$ cat src/inc/bpf_pkg.sv
package bpf_pkg;

  // ---------------------------------------------------------------
  // Widths
  // ---------------------------------------------------------------
  localparam int REG_ADDR_W  = 4;
  localparam int REG_DATA_W  = 8;
  localparam int PORT_W      = 8;
  localparam int PIN_COUNT   = 25;
  localparam int BUS_ADDR_W  = 24;
  localparam int BUS_DATA_W  = 16;
  localparam int PPG_COUNT   = 4;

  // ---------------------------------------------------------------
  // Register indices on the plain register port
  // ---------------------------------------------------------------
  localparam logic [REG_ADDR_W-1:0] REG_PORT0_DATA = 4'h0;
  localparam logic [REG_ADDR_W-1:0] REG_PORT0_DIR  = 4'h1;
  localparam logic [REG_ADDR_W-1:0] REG_PORT1_DATA = 4'h2;
  localparam logic [REG_ADDR_W-1:0] REG_PORT1_DIR  = 4'h3;
  localparam logic [REG_ADDR_W-1:0] REG_PORT2_DATA = 4'h4;
  localparam logic [REG_ADDR_W-1:0] REG_PORT2_DIR  = 4'h5;
  localparam logic [REG_ADDR_W-1:0] REG_PORT3_DATA = 4'h6;
  localparam logic [REG_ADDR_W-1:0] REG_PORT3_DIR  = 4'h7;
  localparam logic [REG_ADDR_W-1:0] REG_PULLUP0    = 4'h8;
  localparam logic [REG_ADDR_W-1:0] REG_PULLUP1    = 4'h9;
  localparam logic [REG_ADDR_W-1:0] REG_HADDR_CTRL = 4'hA;
  localparam logic [REG_ADDR_W-1:0] REG_BUS_MODE   = 4'hB;
  localparam logic [REG_ADDR_W-1:0] REG_PPG_ENABLE = 4'hC;

  // ---------------------------------------------------------------
  // Reset values and field positions
  // ---------------------------------------------------------------
  localparam logic [PORT_W-1:0]     PORT_RESET      = 8'h00;
  localparam logic [PORT_W-1:0]     HADDR_RESET     = 8'h00;
  localparam logic [PPG_COUNT-1:0]  PPG_RESET       = 4'h0;
  localparam logic [REG_DATA_W-1:0] READ_UNMAPPED   = 8'h00;
  localparam int                    MODE_LSB        = 0;
  localparam int                    PORT0_BASE      = 0;
  localparam int                    PORT1_BASE      = 8;
  localparam int                    PORT2_BASE      = 16;
  localparam int                    PORT3_BASE      = 24;
  localparam int                    ADDR_LOW_LSB    = 0;
  localparam int                    ADDR_HIGH_LSB   = 8;
  localparam int                    ADDR_16_LSB     = 16;
  localparam int                    PPG_PIN_LSB     = 4;

  // ---------------------------------------------------------------
  // Types
  // ---------------------------------------------------------------
  typedef enum logic [1:0] {
    MODE_SINGLE,
    MODE_MUX,
    MODE_NONMUX
  } bpf_mode_e;

  localparam bpf_mode_e MODE_RESET = MODE_SINGLE;

  // Core-side external bus request
  typedef struct packed {
    logic [BUS_ADDR_W-1:0] addr;
    logic [BUS_DATA_W-1:0] wdata;
    logic                  dataOe;
    logic                  addrPhase;
  } bpf_bus_s;

endpackage : bpf_pkg

$ cat src/verilog/bpf_pin_cell.sv
`timescale 1ns/10ps
// Registered pad cell: output, enable and pull-up flops plus input synchroniser
module bpf_pin_cell (
  // Clock and reset
  input  wire logic clk,
  input  wire logic rst,
  // Selected function
  input  wire logic outNext,
  input  wire logic oeNext,
  input  wire logic puNext,
  // Pad
  input  wire logic pinIn,
  output logic      pinOut,
  output logic      pinOe,
  output logic      pullupEn,
  // Synchronised pad level
  output logic      inSync
);

  logic syncFirst_reg;

  // ---------------------------------------------------------------
  // Output side
  // ---------------------------------------------------------------
  // Registered so the pad never sees a mux glitch
  always_ff @(posedge clk or posedge rst) begin
    if (rst) begin
      pinOut   <= 1'b0;
      pinOe    <= 1'b0;
      pullupEn <= 1'b0;
    end else begin
      pinOut   <= outNext;
      pinOe    <= oeNext;
      pullupEn <= puNext;
    end
  end

  // ---------------------------------------------------------------
  // Input side
  // ---------------------------------------------------------------
  // Two-stage synchroniser, first stage read only by the second
  always_ff @(posedge clk or posedge rst) begin
    if (rst) begin
      syncFirst_reg <= 1'b0;
      inSync        <= 1'b0;
    end else begin
      syncFirst_reg <= pinIn;
      inSync        <= syncFirst_reg;
    end
  end

endmodule : bpf_pin_cell

$ cat src/verilog/bpf_pin_mux.sv
// The placing of the registers and strobed register access were left to the implementer.
`timescale 1ns/10ps
// Operation
// - Port 0 pin gets pull-up when its port 0 pull-up bit is 1.
// - Port 1 pin gets pull-up when its port 1 pull-up bit is 1.
// - Pull-up is removed from any pin whose direction is output; only the direction bit masks it here, so bus drive leaves it on.
// - Multiplexed mode: port 0 is the bidirectional low address/data byte.
// - Non-multiplexed mode: port 0 drives the low data byte.
// - Multiplexed mode: port 1 is the bidirectional high address/data byte.
// - Non-multiplexed mode: port 1 drives the high data byte.
// - Bus mode: port 2 pin is plain I/O when its address control bit is 1.
// - Bus mode: port 2 low pins drive address 16..19 when control bit 0.
// - Bus mode: port 2 high pins drive address 20..23 when control bit 0.
// - Port 2 high pins can carry pulse-generator outputs 0 to 3.
// - Port 3 pin 0 drives address bit 0 in non-multiplexed mode, else I/O.
// - Port 3 pin 0 feeds up/down counter 0 input A.
module bpf_pin_mux (
  // Clock and reset
  input  wire logic                           clk,
  input  wire logic                           rst,
  // Register port
  input  wire logic [bpf_pkg::REG_ADDR_W-1:0] regAddr,
  input  wire logic [bpf_pkg::REG_DATA_W-1:0] regWdata,
  input  wire logic                           regWrite,
  input  wire logic                           regRead,
  output logic      [bpf_pkg::REG_DATA_W-1:0] regRdata,
  // Core external bus and peripherals
  input  wire bpf_pkg::bpf_bus_s              busReq,
  output logic      [bpf_pkg::BUS_DATA_W-1:0] busRdata,
  input  wire logic [bpf_pkg::PPG_COUNT-1:0]  pulseGenOutputs,
  output logic                                updownCounter0InputA,
  // Port 0 pins
  input  wire logic [bpf_pkg::PORT_W-1:0]     port0PinsIn,
  output logic      [bpf_pkg::PORT_W-1:0]     port0PinsOut,
  output logic      [bpf_pkg::PORT_W-1:0]     port0PinsOe,
  output logic      [bpf_pkg::PORT_W-1:0]     port0PullupEn,
  // Port 1 pins
  input  wire logic [bpf_pkg::PORT_W-1:0]     port1PinsIn,
  output logic      [bpf_pkg::PORT_W-1:0]     port1PinsOut,
  output logic      [bpf_pkg::PORT_W-1:0]     port1PinsOe,
  output logic      [bpf_pkg::PORT_W-1:0]     port1PullupEn,
  // Port 2 pins
  input  wire logic [bpf_pkg::PORT_W-1:0]     port2PinsIn,
  output logic      [bpf_pkg::PORT_W-1:0]     port2PinsOut,
  output logic      [bpf_pkg::PORT_W-1:0]     port2PinsOe,
  // Port 3 pin 0
  input  wire logic                           port3Pin0In,
  output logic                                port3Pin0Out,
  output logic                                port3Pin0Oe
);
  import bpf_pkg::*;

  // ---------------------------------------------------------------
  // Register file
  // ---------------------------------------------------------------
  logic [PORT_W-1:0]    data0_reg;
  logic [PORT_W-1:0]    dir0_reg;
  logic [PORT_W-1:0]    data1_reg;
  logic [PORT_W-1:0]    dir1_reg;
  logic [PORT_W-1:0]    data2_reg;
  logic [PORT_W-1:0]    dir2_reg;
  logic                 data3_reg;
  logic                 dir3_reg;
  logic [PORT_W-1:0]    pullup0_reg;
  logic [PORT_W-1:0]    pullup1_reg;
  logic [PORT_W-1:0]    haddrCtrl_reg;
  bpf_mode_e            mode_reg;
  logic [PPG_COUNT-1:0] ppgEn_reg;

  logic [PIN_COUNT-1:0] outNext;
  logic [PIN_COUNT-1:0] oeNext;
  logic [PIN_COUNT-1:0] puNext;
  logic [PIN_COUNT-1:0] pinIn;
  logic [PIN_COUNT-1:0] pinOut;
  logic [PIN_COUNT-1:0] pinOe;
  logic [PIN_COUNT-1:0] pullupEn;
  logic [PIN_COUNT-1:0] inSync;
  logic                 busMode;
  logic                 modeLegal;

  assign busMode   = (mode_reg != MODE_SINGLE);
  assign modeLegal = (regWdata[MODE_LSB +: 2] != 2'h3);

  // Port data and direction registers
  always_ff @(posedge clk or posedge rst) begin
    if (rst) begin
      data0_reg <= PORT_RESET;
      dir0_reg  <= PORT_RESET;
      data1_reg <= PORT_RESET;
      dir1_reg  <= PORT_RESET;
      data2_reg <= PORT_RESET;
      dir2_reg  <= PORT_RESET;
      data3_reg <= 1'b0;
      dir3_reg  <= 1'b0;
    end else if (regWrite) begin
      case (regAddr)
        REG_PORT0_DATA: data0_reg <= regWdata;
        REG_PORT0_DIR:  dir0_reg  <= regWdata;
        REG_PORT1_DATA: data1_reg <= regWdata;
        REG_PORT1_DIR:  dir1_reg  <= regWdata;
        REG_PORT2_DATA: data2_reg <= regWdata;
        REG_PORT2_DIR:  dir2_reg  <= regWdata;
        REG_PORT3_DATA: data3_reg <= regWdata[0];
        REG_PORT3_DIR:  dir3_reg  <= regWdata[0];
        default: begin
        end
      endcase
    end
  end

  // Function select registers; an unused mode code is ignored
  always_ff @(posedge clk or posedge rst) begin
    if (rst) begin
      pullup0_reg   <= PORT_RESET;
      pullup1_reg   <= PORT_RESET;
      haddrCtrl_reg <= HADDR_RESET;
      mode_reg      <= MODE_RESET;
      ppgEn_reg     <= PPG_RESET;
    end else if (regWrite) begin
      case (regAddr)
        REG_PULLUP0:    pullup0_reg   <= regWdata;
        REG_PULLUP1:    pullup1_reg   <= regWdata;
        REG_HADDR_CTRL: haddrCtrl_reg <= regWdata;
        REG_BUS_MODE: begin
          if (modeLegal) begin
            mode_reg <= bpf_mode_e'(regWdata[MODE_LSB +: 2]);
          end
        end
        REG_PPG_ENABLE: ppgEn_reg     <= regWdata[PPG_COUNT-1:0];
        default: begin
        end
      endcase
    end
  end

  // Read data stands only in the cycle after the strobe; data
  // registers read back the synchronised pin level, not the latch
  always_ff @(posedge clk or posedge rst) begin
    if (rst) begin
      regRdata <= READ_UNMAPPED;
    end else if (regRead) begin
      case (regAddr)
        REG_PORT0_DATA: regRdata <= inSync[PORT0_BASE +: PORT_W];
        REG_PORT0_DIR:  regRdata <= dir0_reg;
        REG_PORT1_DATA: regRdata <= inSync[PORT1_BASE +: PORT_W];
        REG_PORT1_DIR:  regRdata <= dir1_reg;
        REG_PORT2_DATA: regRdata <= inSync[PORT2_BASE +: PORT_W];
        REG_PORT2_DIR:  regRdata <= dir2_reg;
        REG_PORT3_DATA: regRdata <= {7'h00, inSync[PORT3_BASE]};
        REG_PORT3_DIR:  regRdata <= {7'h00, dir3_reg};
        REG_PULLUP0:    regRdata <= pullup0_reg;
        REG_PULLUP1:    regRdata <= pullup1_reg;
        REG_HADDR_CTRL: regRdata <= haddrCtrl_reg;
        REG_BUS_MODE:   regRdata <= {6'h00, mode_reg};
        REG_PPG_ENABLE: regRdata <= {4'h0, ppgEn_reg};
        default:        regRdata <= READ_UNMAPPED;
      endcase
    end else begin
      regRdata <= READ_UNMAPPED;
    end
  end

  // ---------------------------------------------------------------
  // Function select
  // ---------------------------------------------------------------
  // One process drives every select vector: split processes would
  // each claim the whole vector and clash as rival drivers
  always_comb begin
    // Ports 0 and 1: bus byte lanes or plain I/O
    for (int i = 0; i < PORT_W; i++) begin
      case (mode_reg)
        MODE_MUX: begin
          // Address phase drives address, then data on writes only
          outNext[PORT0_BASE+i] = busReq.addrPhase ? busReq.addr[ADDR_LOW_LSB+i]
                                                   : busReq.wdata[ADDR_LOW_LSB+i];
          oeNext[PORT0_BASE+i]  = busReq.addrPhase | busReq.dataOe;
          outNext[PORT1_BASE+i] = busReq.addrPhase ? busReq.addr[ADDR_HIGH_LSB+i]
                                                   : busReq.wdata[ADDR_HIGH_LSB+i];
          oeNext[PORT1_BASE+i]  = busReq.addrPhase | busReq.dataOe;
        end
        MODE_NONMUX: begin
          outNext[PORT0_BASE+i] = busReq.wdata[ADDR_LOW_LSB+i];
          oeNext[PORT0_BASE+i]  = busReq.dataOe;
          outNext[PORT1_BASE+i] = busReq.wdata[ADDR_HIGH_LSB+i];
          oeNext[PORT1_BASE+i]  = busReq.dataOe;
        end
        default: begin
          outNext[PORT0_BASE+i] = data0_reg[i];
          oeNext[PORT0_BASE+i]  = dir0_reg[i];
          outNext[PORT1_BASE+i] = data1_reg[i];
          oeNext[PORT1_BASE+i]  = dir1_reg[i];
        end
      endcase
      // Pull-up follows its bit, masked by the direction bit only, so bus drive leaves it on
      puNext[PORT0_BASE+i] = pullup0_reg[i] & ~dir0_reg[i];
      puNext[PORT1_BASE+i] = pullup1_reg[i] & ~dir1_reg[i];
      puNext[PORT2_BASE+i] = 1'b0;
    end

    // Port 2: high address, pulse-generator outputs or plain I/O
    for (int i = 0; i < PORT_W; i++) begin
      if (busMode && !haddrCtrl_reg[i]) begin
        outNext[PORT2_BASE+i] = busReq.addr[ADDR_16_LSB+i];
        oeNext[PORT2_BASE+i]  = 1'b1;
      end else if (i >= PPG_PIN_LSB && ppgEn_reg[(i - PPG_PIN_LSB) % PPG_COUNT]) begin
        outNext[PORT2_BASE+i] = pulseGenOutputs[(i - PPG_PIN_LSB) % PPG_COUNT];
        oeNext[PORT2_BASE+i]  = 1'b1;
      end else begin
        outNext[PORT2_BASE+i] = data2_reg[i];
        oeNext[PORT2_BASE+i]  = dir2_reg[i];
      end
    end

    // Port 3 pin 0: address bit 0 only when the bus is not multiplexed
    if (mode_reg == MODE_NONMUX) begin
      outNext[PORT3_BASE] = busReq.addr[ADDR_LOW_LSB];
      oeNext[PORT3_BASE]  = 1'b1;
    end else begin
      outNext[PORT3_BASE] = data3_reg;
      oeNext[PORT3_BASE]  = dir3_reg;
    end
    puNext[PORT3_BASE] = 1'b0;
  end

  // ---------------------------------------------------------------
  // Pad cells
  // ---------------------------------------------------------------
  assign pinIn = {port3Pin0In, port2PinsIn, port1PinsIn, port0PinsIn};

  generate
    for (genvar g = 0; g < PIN_COUNT; g++) begin : gPin
      bpf_pin_cell uCell (
        .clk      (clk),
        .rst      (rst),
        .outNext  (outNext[g]),
        .oeNext   (oeNext[g]),
        .puNext   (puNext[g]),
        .pinIn    (pinIn[g]),
        .pinOut   (pinOut[g]),
        .pinOe    (pinOe[g]),
        .pullupEn (pullupEn[g]),
        .inSync   (inSync[g])
      );
    end
  endgenerate

  // Every pad output below is a flop inside its cell
  assign port0PinsOut  = pinOut[PORT0_BASE +: PORT_W];
  assign port0PinsOe   = pinOe[PORT0_BASE +: PORT_W];
  assign port0PullupEn = pullupEn[PORT0_BASE +: PORT_W];
  assign port1PinsOut  = pinOut[PORT1_BASE +: PORT_W];
  assign port1PinsOe   = pinOe[PORT1_BASE +: PORT_W];
  assign port1PullupEn = pullupEn[PORT1_BASE +: PORT_W];
  assign port2PinsOut  = pinOut[PORT2_BASE +: PORT_W];
  assign port2PinsOe   = pinOe[PORT2_BASE +: PORT_W];
  assign port3Pin0Out  = pinOut[PORT3_BASE];
  assign port3Pin0Oe   = pinOe[PORT3_BASE];

  // Bus read data and counter input come straight off the synchronisers;
  // the core must allow two cycles of input latency
  assign busRdata             = inSync[PORT0_BASE +: BUS_DATA_W];
  assign updownCounter0InputA = inSync[PORT3_BASE];
endmodule : bpf_pin_mux
$ cat config.mk
export PLATFORM = sky130hd
export DESIGN_NAME = bpf_pin_mux
export DESIGN_NICKNAME = d
export VERILOG_FILES = /design/src/inc/bpf_pkg.sv /design/src/verilog/bpf_pin_cell.sv /design/src/verilog/bpf_pin_mux.sv
export SDC_FILE = /design/constraint.sdc
export NUM_CORES = 1
export LEC_CHECK = 0
export BUFFER_PORTS_ARGS = -buffer_cell sky130_fd_sc_hd__buf_4
export CORE_MARGIN = 4
export CORE_UTILIZATION = 35
export DETAILED_ROUTE_END_ITERATION = 10
export PLACE_DENSITY = 0.55
export SLEW_MARGIN = 10
export SYNTH_ARGS = -nofsm -noshare
export SYNTH_HDL_FRONTEND = slang
export SYNTH_SLANG_ARGS = --single-unit
$ cat constraint.sdc
create_clock -name clk -period 9.1 [get_ports clk]
set_input_delay 2.73 -clock clk [delete_from_list [all_inputs] [get_ports clk]]
set_output_delay 2.73 -clock clk [all_outputs]
set_load 0.005 [all_outputs]
==> flow_metrics.py <==
metrics = {
    "sta": {
        "setup_viol": 0,
        "skew_ns": 0.009238,
        "drv_slew": 0,
        "hold_viol_final": 0,
        "fmax_ghz": 0.2470,
        "rsz0062_at_grt": "no",
        "timing.final.crit_share": 0.4448,
        "finalCriticalPeriod_ns": 4.048,
        "slew_headroom": 0.3449,
        "tightestPinTransition_ns": 0.9826,
        "timing.final.ws_setup_ns": 5.052,
        "worst_hold_slack_ns": 0.3454,
        "tns_ns": 0,
    },
    "detailed_routing": {
        "routed_wl_um": 22160,
        "ant_nets": 0,
        "vias": 5344,
        "vias_per_cell": 4.836,
        "route.detailed.drc": 0,
        "first_pass_iters": 4,
        "drt_iter0_markers": 377,
        "route.detailed.wl_per_inst_um": 20.06,
    },
    "placed_design": {
        "pre_cts_slack_ns": 4.526,
        "globalplace.congestion": 0.8890,
        "place_hpwl_um": 15960,
        "dp.cells": 1066,
        "port_buffers": 177,
        "placed_area_um2": 9630,
    },
    "synth": {
        "yosysTopAreaCell": "dfrtp_1",
        "synth_top_area_share": 0.5908,
        "ys_seq_area_frac": 0.5908,
        "post_synth.cell_area_avg_um2": 12.73,
        "synth-main-ff-cell": "dfrtp_1",
        "ys_types": 54,
        "synth_nets": 769,
        "netlist_area_um2": 8641,
        "synth-seq-cells": 204,
        "synth_edf_count": 0,
        "ys_warn_count": 0,
        "synthTopCellsByArea": "dfrtp_1 59%, mux2_2 9.4%, buf_4 7.3%",
        "netlist_instances": 679,
        "ys_async_sr_fraction": 1.000,
    },
    "floorplanning": {
        "fp-row-count": 57,
        "core_area_um2": 24320,
        "start_util": 0.3553,
        "die_area_um2": 27270,
        "io_pins": 178,
        "die_y_um": 165.1,
        "die_w_um": 165.1,
    },
    "clocking": {
        "postCtsSetupBuffers": 0,
        "root_buffer": "clkbuf_16",
        "cts_buffers": 22,
        "cts_tree": "done",
        "cts.sinks": 204,
        "clk_path_buf_depth": 3,
        "cts_resized": 0,
        "ctsHoldBuffers": 0,
        "htreeDepth": 1,
        "worstSkewPairLatency_ns": 0.50,
        "clkTransAtPathRegs_ns": 0.06,
    },
    "global_routing": {
        "grt_overflow_total": 0,
        "grt_max_degree": 127,
        "grt_pass1_wl_um": 33470,
        "antenna_found_initial": 0,
        "grt_pass1_vias": 5761,
        "grt_usage": 0.1591,
    },
    "cells_and_area": {
        "design_area_um2": 10410,
        "layout-drive-gt1-share": 0.3816,
        "final_common_cell": "dfrtp_1",
        "layout.cells.non_filler": 1105,
        "nNetsFinal": 856,
        "final_cell_mix": "204 x dfrtp_1, 179 x buf_4, 72 x mux2_2, 34 x mux2_1, 28 x nor2_1",
        "fillers": 2246,
        "area_delta_synth_final_pct": 20.52,
        "n_antenna_cell": 0,
    },
    "power_and_ir_drop": {
        "ir_drop_uv": 117.6,
        "power.leakage_nw": 4.829,
        "p_sw_frac": 0.2663,
        "seqPwrFrac": 0.451,
        "internal_power_mw": 2.007,
        "p_per_area_nw_per_um2": 262.7,
        "p_switching_mw": 0.7287,
        "pwr-share-comb": 0.205,
        "clockPowerShare": 0.344,
    },
    "worst_setup_path": {
        "worstPathCellList": "buf_4 -> nor2b_1 -> and3_1 -> mux2_1",
        "endpoint": "pullup1_reg[3]$_DFFE_PP0P_",
        "crit_fanout": 33,
        "cp-startpoint": "regAddr[0]",
        "reg2reg_from": "mode_reg[1]$_DFFE_PP0P_",
        "cp-start-kind": "input port",
        "path_buf_inv": 1,
        "worstSetupPathType": "input port to register",
        "ff2ff_setup_slack_ns": 7.09,
        "r2r_cells": 6,
        "critical_path_required_ns": 9.47,
        "end_kind": "register",
        "arrival_ns": 4.41,
        "slowest_delay_ns": 0.49,
        "reg2reg_to": "gPin[15].uCell.pinOe$_DFF_PP0_",
        "worst_path_max_delay_cell": "nor2b_1",
        "worst_path_dominant_cell_family": "simple AND/OR/NAND/NOR gates",
        "worst-path-stages": 4,
    },
    "run": {
        "maxCapViolCount": 0,
    },
    "status": {
        "status": "complete, no violations",
    },
    "min_path": {
        "worstHoldPathType": "register to register",
    },
}
-- stage by stage --
step / power (mW) / util
after CTS: 2.778 / 0.4282
final: 2.736 / 0.4282
after global placement: 1.812 / 0.3960
after global routing: 2.877 / 0.4282
after floorplan: 1.629 / -
after detailed placement: 1.828 / 0.3960
-- power groups by stage --
stage               clock (mW)  sequential [mW]  combinational, mW
global placement             0             1.25              0.560
detailed placement           0             1.25              0.574
floorplan                    0             1.19              0.439
global route             0.997             1.26              0.625
finish                   0.940             1.23              0.561
CTS                      0.963             1.24              0.576
-- cell families (layout without fill, tap and decap cells) --
kind of cell,Yosys count,count (layout),share of synthesized area
flops,204,204,0.5908
buf+inv,136,238,0.09745
mux,125,125,0.1630
simple gates,118,118,0.07443
compound gates,93,93,0.06994
fa+ha+maj,3,3,0.004345
-- cell usage after synthesis, types with 2 or more instances --
| cell | number |
|---|---|
| or3_1 | 7 |
| a21oi_1 | 19 |
| nand3_1 | 13 |
| a22oi_1 | 18 |
| mux2_1 | 34 |
| a2bb2oi_1 | 2 |
| a21o_1 | 2 |
| nand2_1 | 13 |
| ha_1 | 3 |
| nor3_1 | 2 |
| or2_2 | 5 |
| a31oi_1 | 5 |
| o21ai_0 | 24 |
| o311a_1 | 2 |
| nand2b_1 | 3 |
| a32oi_1 | 2 |
| buf_2 | 13 |
| nand3b_1 | 3 |
| buf_1 | 3 |
| nor3b_1 | 4 |
| nor2_1 | 28 |
| mux2_2 | 72 |
| a22o_1 | 2 |
| dfrtp_1 | 204 |
| nand4_1 | 3 |
| a311oi_1 | 2 |
| mux4_2 | 2 |
| mux2i_1 | 17 |
| clkbuf_1 | 16 |
| inv_1 | 20 |
| and3_1 | 5 |
| nor2b_1 | 24 |
| o21ai_1 | 3 |
| buf_4 | 84 |
-- worst reg2reg max path, stage by stage (launching register included) --
cell	delay, ns
dfrtp_1	0.41
inv_1	0.11
ha_1	0.61
o21ai_0	0.21
nand2_1	0.11
nand2_1	0.26
o21ai_0	0.21
-- worst min path at each step --
stage	endpoint	start	depth (start not counted)
after CTS	gPin[13].uCell.inSync$_DFF_PP0_	gPin[13].uCell.syncFirst_reg$_DFF_PP0_	0
after detailed placement	gPin[10].uCell.inSync$_DFF_PP0_	gPin[10].uCell.syncFirst_reg$_DFF_PP0_	0
final	gPin[1].uCell.inSync$_DFF_PP0_	gPin[1].uCell.syncFirst_reg$_DFF_PP0_	0
after global placement	gPin[0].uCell.inSync$_DFF_PP0_	gPin[0].uCell.syncFirst_reg$_DFF_PP0_	0
after floorplan	gPin[0].uCell.inSync$_DFF_PP0_	gPin[0].uCell.syncFirst_reg$_DFF_PP0_	0
after global routing	gPin[7].uCell.inSync$_DFF_PP0_	gPin[7].uCell.syncFirst_reg$_DFF_PP0_	0
-- per-layer routing --
layer | GRT usage | vias up | wire length, um
li1 | - | 2452 | -
met1 | 0.2099 | 2721 | 9230
met2 | 0.2780 | 149 | 11290
met3 | 0.02432 | 22 | 1284
met4 | 0.03478 | 0 | 359
met5 | 0 | - | 0
-- final cells by class --
class                           count  area, um2  share of cell area
Multi-Input combinational cell    339       2694              0.2587
Tap cell                          324      405.4             0.03893
Timing Repair Buffer              179       1344              0.1290
Clock inverter                      8      117.6             0.01129
Clock buffer                       31      665.6             0.06392
Inverter                           20      82.58            0.007930
Sequential cell                   204       5105              0.4902
Power figures use the tool's default switching activity.
